==> config.mk <==
export PLATFORM = sky130hd
export DESIGN_NAME = tws_channel
export DESIGN_NICKNAME = d
export VERILOG_FILES = /design/src/logic/tws_pkg.sv /design/src/logic/tws_channel.sv /design/src/logic/tws_sync.sv /design/src/logic/tws_buf2.sv
export SDC_FILE = /design/constraint.sdc
export NUM_CORES = 1
export LEC_CHECK = 0
export ABC_AREA = 1
export BUFFER_PORTS_ARGS = -buffer_cell sky130_fd_sc_hd__clkbuf_2
export CAP_MARGIN = 20
export CORE_UTILIZATION = 58
export DETAILED_ROUTE_END_ITERATION = 10
export PLACE_DENSITY_LB_ADDON = 0.08
export RECOVER_POWER = 50
export SYNTH_ARGS = -nofsm -noshare
export SYNTH_HDL_FRONTEND = slang
export SYNTH_SLANG_ARGS = --single-unit
==> constraint.sdc <==
create_clock -name ref_clk -period 2.1 [get_ports ref_clk]
set_input_delay 0.42 -clock ref_clk [delete_from_list [all_inputs] [get_ports ref_clk]]
set_output_delay 0.42 -clock ref_clk [all_outputs]
set_load 0.1 [all_outputs]
==> src/logic/tws_pkg.sv <==
// Shared constants for the three-wire serial channel
package tws_pkg;
  localparam logic [15:0] ADDR_MODE_CTRL_CH0 = 16'hff80;
  localparam logic [15:0] ADDR_MODE_CTRL_CH1 = 16'hff88;
  localparam logic [15:0] ADDR_CLOCK_CTRL_CH0 = 16'hff81;
  localparam logic [15:0] ADDR_CLOCK_CTRL_CH1 = 16'hff89;
  localparam logic [15:0] ADDR_TRANSMIT_BUFFER = 16'hff90;
  localparam logic [15:0] ADDR_SHIFT_REGISTER = 16'hff91;
  localparam logic [15:0] ADDR_STRIDE = 16'h0008;
  localparam int BIT_CHANNEL_ENABLE = 7;
  localparam int BIT_TXRX_MODE_SEL = 6;
  localparam int BIT_SLAVE_SELECT_USE = 5;
  localparam int BIT_FIRST_BIT_ORDER = 4;
  localparam int BIT_COMM_IN_PROGRESS = 0;
  localparam logic [7:0] MODE_CTRL_RESET = 8'h00;
  localparam logic [7:0] CLOCK_CTRL_RESET = 8'h00;
  localparam logic [7:0] TRANSMIT_BUFFER_RESET = 8'h00;
  localparam logic [7:0] SHIFT_REGISTER_RESET = 8'h00;
  localparam logic [2:0] CLK_SEL_EXTERNAL = 3'h7;
  localparam logic [3:0] FRAME_BITS = 4'h8;
endpackage : tws_pkg

==> src/logic/tws_channel.sv <==
// One three-wire serial channel with its registers
//
// Behaviour
// - Enabled transmit mode: buffer write starts transfer
// - Buffer byte loaded, shifted out on data out
// - Transmit buffer byte read/write, reset 00h
// - Receive mode: shift register read starts transfer
// - Eight-bit shift register, both directions, readable
// - Receive shifts serial input bits in
// - Clearing enable stops channel, resets logic
// - Disable clears busy flag and shift register
// - Mode bit: receive-only or transmit/receive
// - Receive-only mode holds data out low
// - Busy flag read-only, one while transferring
// - Slave-select use bit gates select input
// - Select input matters only in slave mode
// - Mode register bit or byte writes, reset 00h
// - Order bit picks MSB or LSB first
// - Clock field: divided clock or external clock
`timescale 1ns/1ps
`default_nettype none
module tws_channel
  import tws_pkg::*;
#(
  parameter logic [15:0] BASE_OFFSET = 16'h0000,
  parameter bit HAS_SLAVE_SELECT = 1'b1
) (
  // Clock and reset
  input wire logic ref_clk,
  input wire logic rst,
  // Internal byte bus
  input wire logic [15:0] bus_addr,
  input wire logic bus_wr,
  input wire logic bus_rd,
  input wire logic [7:0] bus_wdata,
  input wire logic [7:0] bus_bit_mask,
  output logic [7:0] bus_rdata,
  output logic bus_hit,
  // Serial pins
  input wire logic serial_clock_pin_in,
  output logic serial_clock_pin_out,
  output logic serial_clock_pin_oe,
  input wire logic serial_data_in,
  output logic serial_data_out,
  input wire logic slave_select_in_n,
  // Received bytes toward a consumer
  output logic rx_valid,
  output logic [7:0] rx_data,
  input wire logic rx_ready,
  // Event
  output logic transfer_done_irq
);
  typedef enum logic [2:0] {
    TWS_IDLE = 3'b001,
    TWS_LOW = 3'b010,
    TWS_HIGH = 3'b100
  } tws_state_e;

  tws_state_e state, next_state;
  logic [7:0] mode_ctrl, next_mode_ctrl;
  logic [7:0] clock_ctrl, next_clock_ctrl;
  logic [7:0] transmit_buffer, next_transmit_buffer;
  logic [7:0] shift_register, next_shift_register;
  logic [3:0] bit_count, next_bit_count;
  logic [7:0] div_count, next_div_count;
  logic sclk_out, next_sclk_out;
  logic sdo, next_sdo;
  logic done, next_done;
  logic [7:0] rdata, next_rdata;
  logic hit, next_hit;
  logic oe, next_oe;
  logic sck_s, sdi_s, ssi_s, sck_prev;
  logic enable, txrx, lsb_first, ss_use, busy, slave, ss_ok;
  logic sel_mode, sel_clk, sel_tx, sel_sio;
  logic start, rise, fall;
  logic buf_in_ready, buf_in_valid;

  function automatic logic [7:0] merge_bits(input logic [7:0] old_v, input logic [7:0] new_v,
                                            input logic [7:0] mask);
    merge_bits = (old_v & ~mask) | (new_v & mask);
  endfunction : merge_bits

  function automatic logic [7:0] half_period(input logic [2:0] sel);
    half_period = 8'h01 << sel;
  endfunction : half_period

  tws_sync u_sync_sck (.ref_clk(ref_clk), .rst(rst), .din(serial_clock_pin_in), .dout(sck_s));
  tws_sync u_sync_sdi (.ref_clk(ref_clk), .rst(rst), .din(serial_data_in), .dout(sdi_s));
  tws_sync u_sync_ssi (.ref_clk(ref_clk), .rst(rst), .din(slave_select_in_n), .dout(ssi_s));

  tws_buf2 #(.WIDTH(8)) u_rx_buf (
    .ref_clk(ref_clk), .rst(rst),
    .in_valid(buf_in_valid), .in_data(shift_register), .in_ready(buf_in_ready),
    .out_valid(rx_valid), .out_data(rx_data), .out_ready(rx_ready)
  );

  assign enable = mode_ctrl[BIT_CHANNEL_ENABLE];
  assign txrx = mode_ctrl[BIT_TXRX_MODE_SEL];
  assign lsb_first = mode_ctrl[BIT_FIRST_BIT_ORDER];
  assign ss_use = HAS_SLAVE_SELECT && mode_ctrl[BIT_SLAVE_SELECT_USE];
  assign busy = (state != TWS_IDLE);
  assign slave = (clock_ctrl[2:0] == CLK_SEL_EXTERNAL);
  assign ss_ok = !(slave && ss_use) || !ssi_s;
  assign sel_mode = (bus_addr == BASE_OFFSET + ADDR_MODE_CTRL_CH0);
  assign sel_clk = (bus_addr == BASE_OFFSET + ADDR_CLOCK_CTRL_CH0);
  assign sel_tx = (bus_addr == BASE_OFFSET + ADDR_TRANSMIT_BUFFER);
  assign sel_sio = (bus_addr == BASE_OFFSET + ADDR_SHIFT_REGISTER);
  assign start = enable && !busy && buf_in_ready &&
    ((txrx && bus_wr && sel_tx) || (!txrx && bus_rd && sel_sio));
  assign rise = slave ? (sck_s && !sck_prev && ss_ok) : (state == TWS_LOW && div_count == 8'h00);
  assign fall = slave ? (!sck_s && sck_prev && ss_ok) : (state == TWS_HIGH && div_count == 8'h00);
  assign buf_in_valid = done;

  // Register file
  always_comb begin
    next_mode_ctrl = mode_ctrl;
    next_clock_ctrl = clock_ctrl;
    next_transmit_buffer = transmit_buffer;
    if (bus_wr && sel_mode) begin
      next_mode_ctrl = merge_bits(mode_ctrl, bus_wdata, bus_bit_mask & 8'hf0);
      if (!HAS_SLAVE_SELECT) begin
        next_mode_ctrl[BIT_SLAVE_SELECT_USE] = 1'b0;
      end
    end
    if (bus_wr && sel_clk) begin
      next_clock_ctrl = merge_bits(clock_ctrl, bus_wdata, bus_bit_mask & 8'h1f);
    end
    if (bus_wr && sel_tx) begin
      next_transmit_buffer = bus_wdata;
    end
    next_oe = next_mode_ctrl[BIT_CHANNEL_ENABLE] &&
      (next_clock_ctrl[2:0] != CLK_SEL_EXTERNAL);
    next_rdata = 8'h00;
    if (sel_mode) begin
      next_rdata = {mode_ctrl[7:1], busy};
    end else if (sel_clk) begin
      next_rdata = clock_ctrl;
    end else if (sel_tx) begin
      next_rdata = transmit_buffer;
    end else if (sel_sio) begin
      next_rdata = shift_register;
    end
    next_hit = bus_rd && (sel_mode || sel_clk || sel_tx || sel_sio);
  end

  always_ff @(posedge ref_clk) begin
    if (rst) begin
      mode_ctrl <= MODE_CTRL_RESET;
      clock_ctrl <= CLOCK_CTRL_RESET;
      transmit_buffer <= TRANSMIT_BUFFER_RESET;
      rdata <= 8'h00;
      hit <= 1'b0;
      oe <= 1'b0;
      sck_prev <= 1'b0;
    end else begin
      oe <= next_oe;
      mode_ctrl <= next_mode_ctrl;
      clock_ctrl <= next_clock_ctrl;
      transmit_buffer <= next_transmit_buffer;
      rdata <= next_rdata;
      hit <= next_hit;
      sck_prev <= sck_s;
    end
  end

  // Shift engine
  always_comb begin
    next_state = state;
    next_shift_register = shift_register;
    next_bit_count = bit_count;
    next_div_count = (div_count == 8'h00) ? 8'h00 : div_count - 8'h01;
    next_sclk_out = sclk_out;
    next_sdo = txrx ? sdo : 1'b0;
    next_done = 1'b0;
    if (!enable) begin
      next_state = TWS_IDLE;
      next_shift_register = SHIFT_REGISTER_RESET;
      next_bit_count = 4'h0;
      next_sclk_out = 1'b1;
      next_sdo = 1'b0;
    end else begin
      case (state)
        TWS_IDLE: begin
          next_sclk_out = 1'b1;
          if (start) begin
            next_shift_register = txrx ? (bus_wr ? bus_wdata : transmit_buffer)
                                       : shift_register;
            if (txrx) begin
              next_sdo = lsb_first ? bus_wdata[0] : bus_wdata[7];
            end
            next_bit_count = 4'h0;
            next_div_count = half_period(clock_ctrl[2:0]) - 8'h01;
            next_sclk_out = 1'b0;
            next_state = TWS_LOW;
          end
        end
        TWS_LOW: begin
          if (rise) begin
            next_sclk_out = 1'b1;
            next_div_count = half_period(clock_ctrl[2:0]) - 8'h01;
            next_bit_count = bit_count + 4'h1;
            if (lsb_first) begin
              next_shift_register = {sdi_s, shift_register[7:1]};
            end else begin
              next_shift_register = {shift_register[6:0], sdi_s};
            end
            next_state = TWS_HIGH;
          end
        end
        TWS_HIGH: begin
          if (bit_count == FRAME_BITS) begin
            next_state = TWS_IDLE;
            next_done = 1'b1;
          end else if (fall) begin
            next_sclk_out = 1'b0;
            next_div_count = half_period(clock_ctrl[2:0]) - 8'h01;
            if (txrx) begin
              next_sdo = lsb_first ? shift_register[0] : shift_register[7];
            end
            next_state = TWS_LOW;
          end
        end
        default: begin
          next_state = TWS_IDLE;
        end
      endcase
    end
  end

  always_ff @(posedge ref_clk) begin
    if (rst) begin
      state <= TWS_IDLE;
      shift_register <= SHIFT_REGISTER_RESET;
      bit_count <= 4'h0;
      div_count <= 8'h00;
      sclk_out <= 1'b1;
      sdo <= 1'b0;
      done <= 1'b0;
    end else begin
      state <= next_state;
      shift_register <= next_shift_register;
      bit_count <= next_bit_count;
      div_count <= next_div_count;
      sclk_out <= next_sclk_out;
      sdo <= next_sdo;
      done <= next_done;
    end
  end

  assign bus_rdata = rdata;
  assign bus_hit = hit;
  assign serial_clock_pin_out = sclk_out;
  assign serial_data_out = sdo;
  assign transfer_done_irq = done;
  assign serial_clock_pin_oe = oe;
endmodule : tws_channel
`default_nettype wire

==> src/logic/tws_sync.sv <==
// Three-stage input synchroniser with agreement filter
`timescale 1ns/1ps
`default_nettype none
module tws_sync (
  // Clock and reset
  input wire logic ref_clk,
  input wire logic rst,
  // Data
  input wire logic din,
  output logic dout
);
  logic [2:0] stage;
  logic [2:0] next_stage;
  logic next_dout;

  always_comb begin
    next_stage = {stage[1:0], din};
    next_dout = (stage[2] == stage[1]) ? stage[2] : dout;
  end

  always_ff @(posedge ref_clk) begin
    if (rst) begin
      stage <= 3'h0;
      dout <= 1'b0;
    end else begin
      stage <= next_stage;
      dout <= next_dout;
    end
  end
endmodule : tws_sync
`default_nettype wire

==> src/logic/tws_buf2.sv <==
// Two-entry buffer with valid/ready on both sides
`timescale 1ns/1ps
`default_nettype none
module tws_buf2 #(
  parameter int WIDTH = 8
) (
  // Clock and reset
  input wire logic ref_clk,
  input wire logic rst,
  // Fill side
  input wire logic in_valid,
  input wire logic [WIDTH-1:0] in_data,
  output logic in_ready,
  // Drain side
  output logic out_valid,
  output logic [WIDTH-1:0] out_data,
  input wire logic out_ready
);
  logic [WIDTH-1:0] mem [2];
  logic [WIDTH-1:0] next_mem [2];
  logic rd_ptr, wr_ptr, next_rd_ptr, next_wr_ptr;
  logic [1:0] count, next_count;
  logic push, pop;

  always_comb begin
    push = in_valid && in_ready;
    pop = out_valid && out_ready;
    next_mem = mem;
    if (push) begin
      next_mem[wr_ptr] = in_data;
    end
    next_wr_ptr = push ? ~wr_ptr : wr_ptr;
    next_rd_ptr = pop ? ~rd_ptr : rd_ptr;
    next_count = count + {1'b0, push} - {1'b0, pop};
  end

  assign in_ready = (count != 2'h2);
  assign out_valid = (count != 2'h0);
  assign out_data = mem[rd_ptr];

  always_ff @(posedge ref_clk) begin
    if (rst) begin
      mem[0] <= '0;
      mem[1] <= '0;
      rd_ptr <= 1'b0;
      wr_ptr <= 1'b0;
      count <= 2'h0;
    end else begin
      mem <= next_mem;
      rd_ptr <= next_rd_ptr;
      wr_ptr <= next_wr_ptr;
      count <= next_count;
    end
  end
endmodule : tws_buf2
`default_nettype wire

**Yosys cells after proc, flatten, opt, wreduce, memory -nomap -nowiden**

Cells that the tools add are included.

- Register bits: 93
- Input bits: 40
- Output and inout port bits: 22
- Word-level logic and storage cells: 164

- Add/sub/neg operators: 5
- Magnitude comparators: 3
- Equality and inequality tests: 21
- Shift operators: 1
- Multiplexer cells: 50
- Bitwise operators: 14
- Reduce and logical (&&, ||, !) cells: 43

Operators by type and width:

| operator | count |
|---|---|
| $mux 8 | 20 |
| $eq 16x16->1 const B | 4 |
| $and 8x8->8 | 3 |
| $pmux 8 s3 | 1 |
| $logic_and 1x1->1 | 22 |
| $bwmux 16 | 1 |
| $or 8x8->8 | 2 |
| $pmux 8 s2 | 1 |
| $sub 8x1->8 const B | 2 |
| $mux 1 | 15 |
| $mux 3 | 5 |
| $ne 2x2->1 const B | 6 |
| $pmux 3 s3 | 1 |
| $and 8x5->8 | 1 |
| $demux 8 s1 | 1 |
| $logic_not 8->1 | 1 |
| $mux 4 | 2 |
| $not 5->8 | 1 |
| $not 8->8 | 1 |
| $pmux 4 s2 | 1 |
| $reduce_and 4->1 | 2 |
| $shl 1x3->8 const A | 1 |
| $eq 3x3->1 const B | 2 |
| $logic_not 1->1 | 6 |
| other kinds (22) | 35 |

**Logic depth before layout (Yosys ltp)**

- Depth after elaboration: 10
- Mapped depth: 13
- Gate-level depth less buffers: 12

**Cells and area by module**

A second synthesis with hierarchy kept.

- Cell total of the unflattened synthesis: 678
- Area total of the unflattened synthesis: 4720.8 um^2

By module, submodules not included:

| module | instances | cells each | area an instance (um^2) | seq. area each (um^2) |
|---|---|---|---|---|
| tws_channel | 1 | 503 | 3398.3 | 1081.0 |
| tws_buf2 | 1 | 136 | 958.4 | 400.4 |
| tws_sync | 3 | 13 | 121.4 | 80.1 |

**Worst setup path after synthesis**

Ideal clock, no wire load.

- Path type: reg-to-output
- Start point: register u_rx_buf.rd_ptr
- End point: output port rx_data[4]
- Arrival: 2764 ps
- Data required time: 1680 ps
- Setup slack: -1084 ps
- Cell stages (with the launch flop): 4
- Path buffers: 2
- Cells stage by stage: dfxtp_1 clkbuf_1 clkbuf_1 o21ai_0

- Longest elaborated chain between the ends: 4

RTL lines:

| what | RTL line | source |
|---|---|---|
| start, declared | tws_buf2.sv:21 | `logic rd_ptr, wr_ptr, next_rd_ptr, next_wr_ptr;` |
| start signal, assigned | tws_buf2.sv:50 | `rd_ptr <= next_rd_ptr;` |
| $not 1->2 (not written as such) | tws_buf2.sv:39 | `assign out_data = mem[rd_ptr];` |
| $mux 8 (not written as such) (3 in a row) | tws_buf2.sv:39 |  |
| end, declared | tws_channel.sv:48 | `output logic [7:0] rx_data,` |

Every way passes these cells. The select of a mux whose other input is x is not followed.

**Worst setup path after layout**

- Start point: register u_rx_buf.rd_ptr
- End point: output port rx_data[3]

The elaborated chain is that of the path after synthesis.

==> results.md <==
* Yosys reg bits at 86
* Syn avg cell area at 6.821 sq um
* Hold/Removal Path Class: input pin to flop
* IO Pins at 62
* Leak pwr at 2.361 nW
* Die Y at 89.83 um
* Max incr delay on CP at 0.52 ns
* DRC violations left at 0
* Synthesized net count at 702
* Final period util at 86.74%
* Async set or reset register ratio after synthesis at 0%
* DP HPWL at 7.964 mm
* Max Clock Skew at 0.009484 ns
* CP required at 1.68 ns
* CP Data Arrival Time at 1.40 ns
* Layout area overhead at 13.62%
* Largest net degree at the start of global routing at 25
* Number of global-route vias before repair at 4073
* CTS max path bufs at 2
* Crit path max-delay family: flip-flops
* Worst Tran Pin Value at 0.8211 ns
* DIE WIDTH at 89.83 um
* Register area share after synthesis at 38.48%
* Worst Setup Path Type: flop to output port
* Synth top area cells: dfxtp_1 (38%), nand2_1 (10%), inv_1 (7.9%)
* Avg WL per Cell at 12.90 um
* Commonest non-fill, non-tap cell in the layout: nand2_1
* CTS clk-pin slew, worst paths at 0.09 ns
* Drt initial violations at 216
* DIE AREA at 8069 sq um
* Share of layout cells above drive strength 1 at 16.27%
* Clk Latency, worst-skew pair at 0.36 ns
* Maximum vdd drop at 0.4310 mV
* Netlist cell types at 39
* Post-synth top area cell: dfxtp_1
* Area of the core at 7370 sq um
* ANT cells at 0
* Final setup TNS at 0 ns
* Post-Synthesis Cells at 656
* Status: completed
* Clock Tree Root: clkbuf_8
* Fin crit period at 1.822 ns
* Startpoint Class: flop
* Post-DRT Antenna Nets at 0
* CTS HTree Levels at 3
* CP Max Fanout at 18
* Most frequent cells in the layout: nand2_1 (123), inv_1 (94), nor2_1 (94), dfxtp_1 (85), o21ai_0 (57)
* Slowest-stage cell, CP: dfxtp_2
* Via count at 4305
* Placement Setup Slack at 0.2721 ns
* GRT overflow at 0
* Wirelength, routed at 10.55 mm
* DRT Pass-1 Iters at 5
* CTS Buf Count at 9
* CP endpoint kind: output port
* Starting density of the core at 60.71%
* First-pass GRT wire length at 18.29 mm
* Antenna violations before repair at 0
* Mapped Area at 4474 sq um
* Fin. max-slew vios at 0
* Post-synth EDFFs at 0
* Pwr Density at 778.9 nW/um^2
* Number of synthesis warnings at 0
* Max Fclk at 549.0 MHz
* CP bufs+invs at 1
* Buffers on Ports at 61
* Rel. slew slack at 45.05%
* Site Rows at 31
* Final worst slack at 0.2785 ns
* RSZ-0062 raised after global routing: no
* Main synth FF type: dfxtp_1
* GRT Util Overall at 27.96%
* Post-synth top area share at 38.48%
* Vias per cell at 5.263
* Hold Violations, Final at 0
* Post-layout net count at 760
* Final setup fails at 0
* Crit path cell chain: nand2_1 > o21ai_1 > buf_4
* GP Congestion at 0.9222
* Max cap viols at 0
* CTS tree: yes
* CTS Sinks at 86
final timing paths:
| kind | from | end | slack, ns | depth (start not counted) |
|---|---|---|---|---|
| setup / recovery | u_rx_buf.rd_ptr | rx_data[3] | 0.28 | 3 |
| hold / removal | serial_clock_pin_in | u_sync_sck.stage[0] | 0.25 | 3 |
| setup reg to reg | div_count[0] | div_count[4] | 0.29 | 11 |
| hold reg to reg | u_sync_ssi.stage[0] | u_sync_ssi.stage[1] | 0.41 | 2 |
kinds of logic (layout without fill, tap and decap cells):
| group | count (synthesis) | after routing | share of synthesized area (%) |
|---|---|---|---|
| flops | 86 | 86 | 38.48 |
| xor+xnor | 6 | 6 | 1.174 |
| simple gates | 286 | 286 | 29.61 |
| fa+ha+maj | 6 | 6 | 1.678 |
| buf+inv | 126 | 189 | 10.93 |
| compound gates | 146 | 146 | 18.12 |
cells in the mapped netlist, types with 4 or more instances:
master / n
a31oi_1: 4
ha_1: 6
nor2_1: 90
dfxtp_1: 86
o22ai_1: 4
nor3_1: 5
nand2_2: 8
xor2_1: 5
nor2_2: 4
buf_2: 4
o21ai_0: 64
o21ai_1: 4
inv_1: 94
nand4_1: 8
o211ai_1: 6
a21oi_1: 48
nand3_1: 31
clkbuf_1: 15
a211oi_1: 10
nand2_1: 122
inv_2: 11
power by group:
part | internal, mW | switching (mW) | total, mW
registers | 1.71 | 0.0811 | 1.79
logic | 0.319 | 0.520 | 0.839
clock network | 0.711 | 0.620 | 1.33
total | 2.74 | 1.22 | 3.96
registers in the layout, summed over array words and instances (netlist names), 4 cells and up, named ones only:
register	count
bit_count	4
bus_rdata	8
div_count	8
shift_register	8
transmit_buffer	8
u_rx_buf.mem	16
metal layers:
metal | routed length (um) | global-route usage, % | part of all wire (%)
met5 | 0 | 0 | 0
met4 | 159 | 9.836 | 1.5
met3 | 477 | 4.146 | 4.5
met2 | 5000 | 47.56 | 47
met1 | 4914 | 36.10 | 47
layout make-up:
| cell class | count | area, sq um |
|---|---|---|
| clock buffer | 10 | 137.6 |
| timing repair buffer | 68 | 364.1 |
| clock inverter | 6 | 91.34 |
| tap | 99 | 123.9 |
| sequential | 86 | 1723 |
| inverter | 105 | 394.1 |
| multi-input combinational | 444 | 2250 |
| fill | 668 | 2286 |
tightest hold or removal path: stages:
cell	delay (ns)
clkbuf_2	0.08
inv_1	0.04
nor2_1	0.03
metrics by stage:
step | cell area (sq um) | total power, mW | hold WS (ns) | instances | utilization, %
floorplan | 4481 | 2.466 | 0.3883 | 656 | -
global placement | 4887 | 2.631 | 0.3970 | 802 | 66.32
detailed placement | 4887 | 2.659 | 0.3941 | 802 | 66.32
CTS | 5116 | 3.977 | 0.2365 | 818 | 69.42
global route | 5084 | 4.172 | 0.2342 | 818 | 68.98
finish | 5084 | 3.960 | 0.2450 | 818 | 68.98
timing repair:
action                                  in CTS  in global routing
hold buffers                                 0                  0
resized for setup                            0                  1
buffers inserted                             0                  0
endpoints found under the setup margin       0                  2
(Power assumes the default switching activity.)
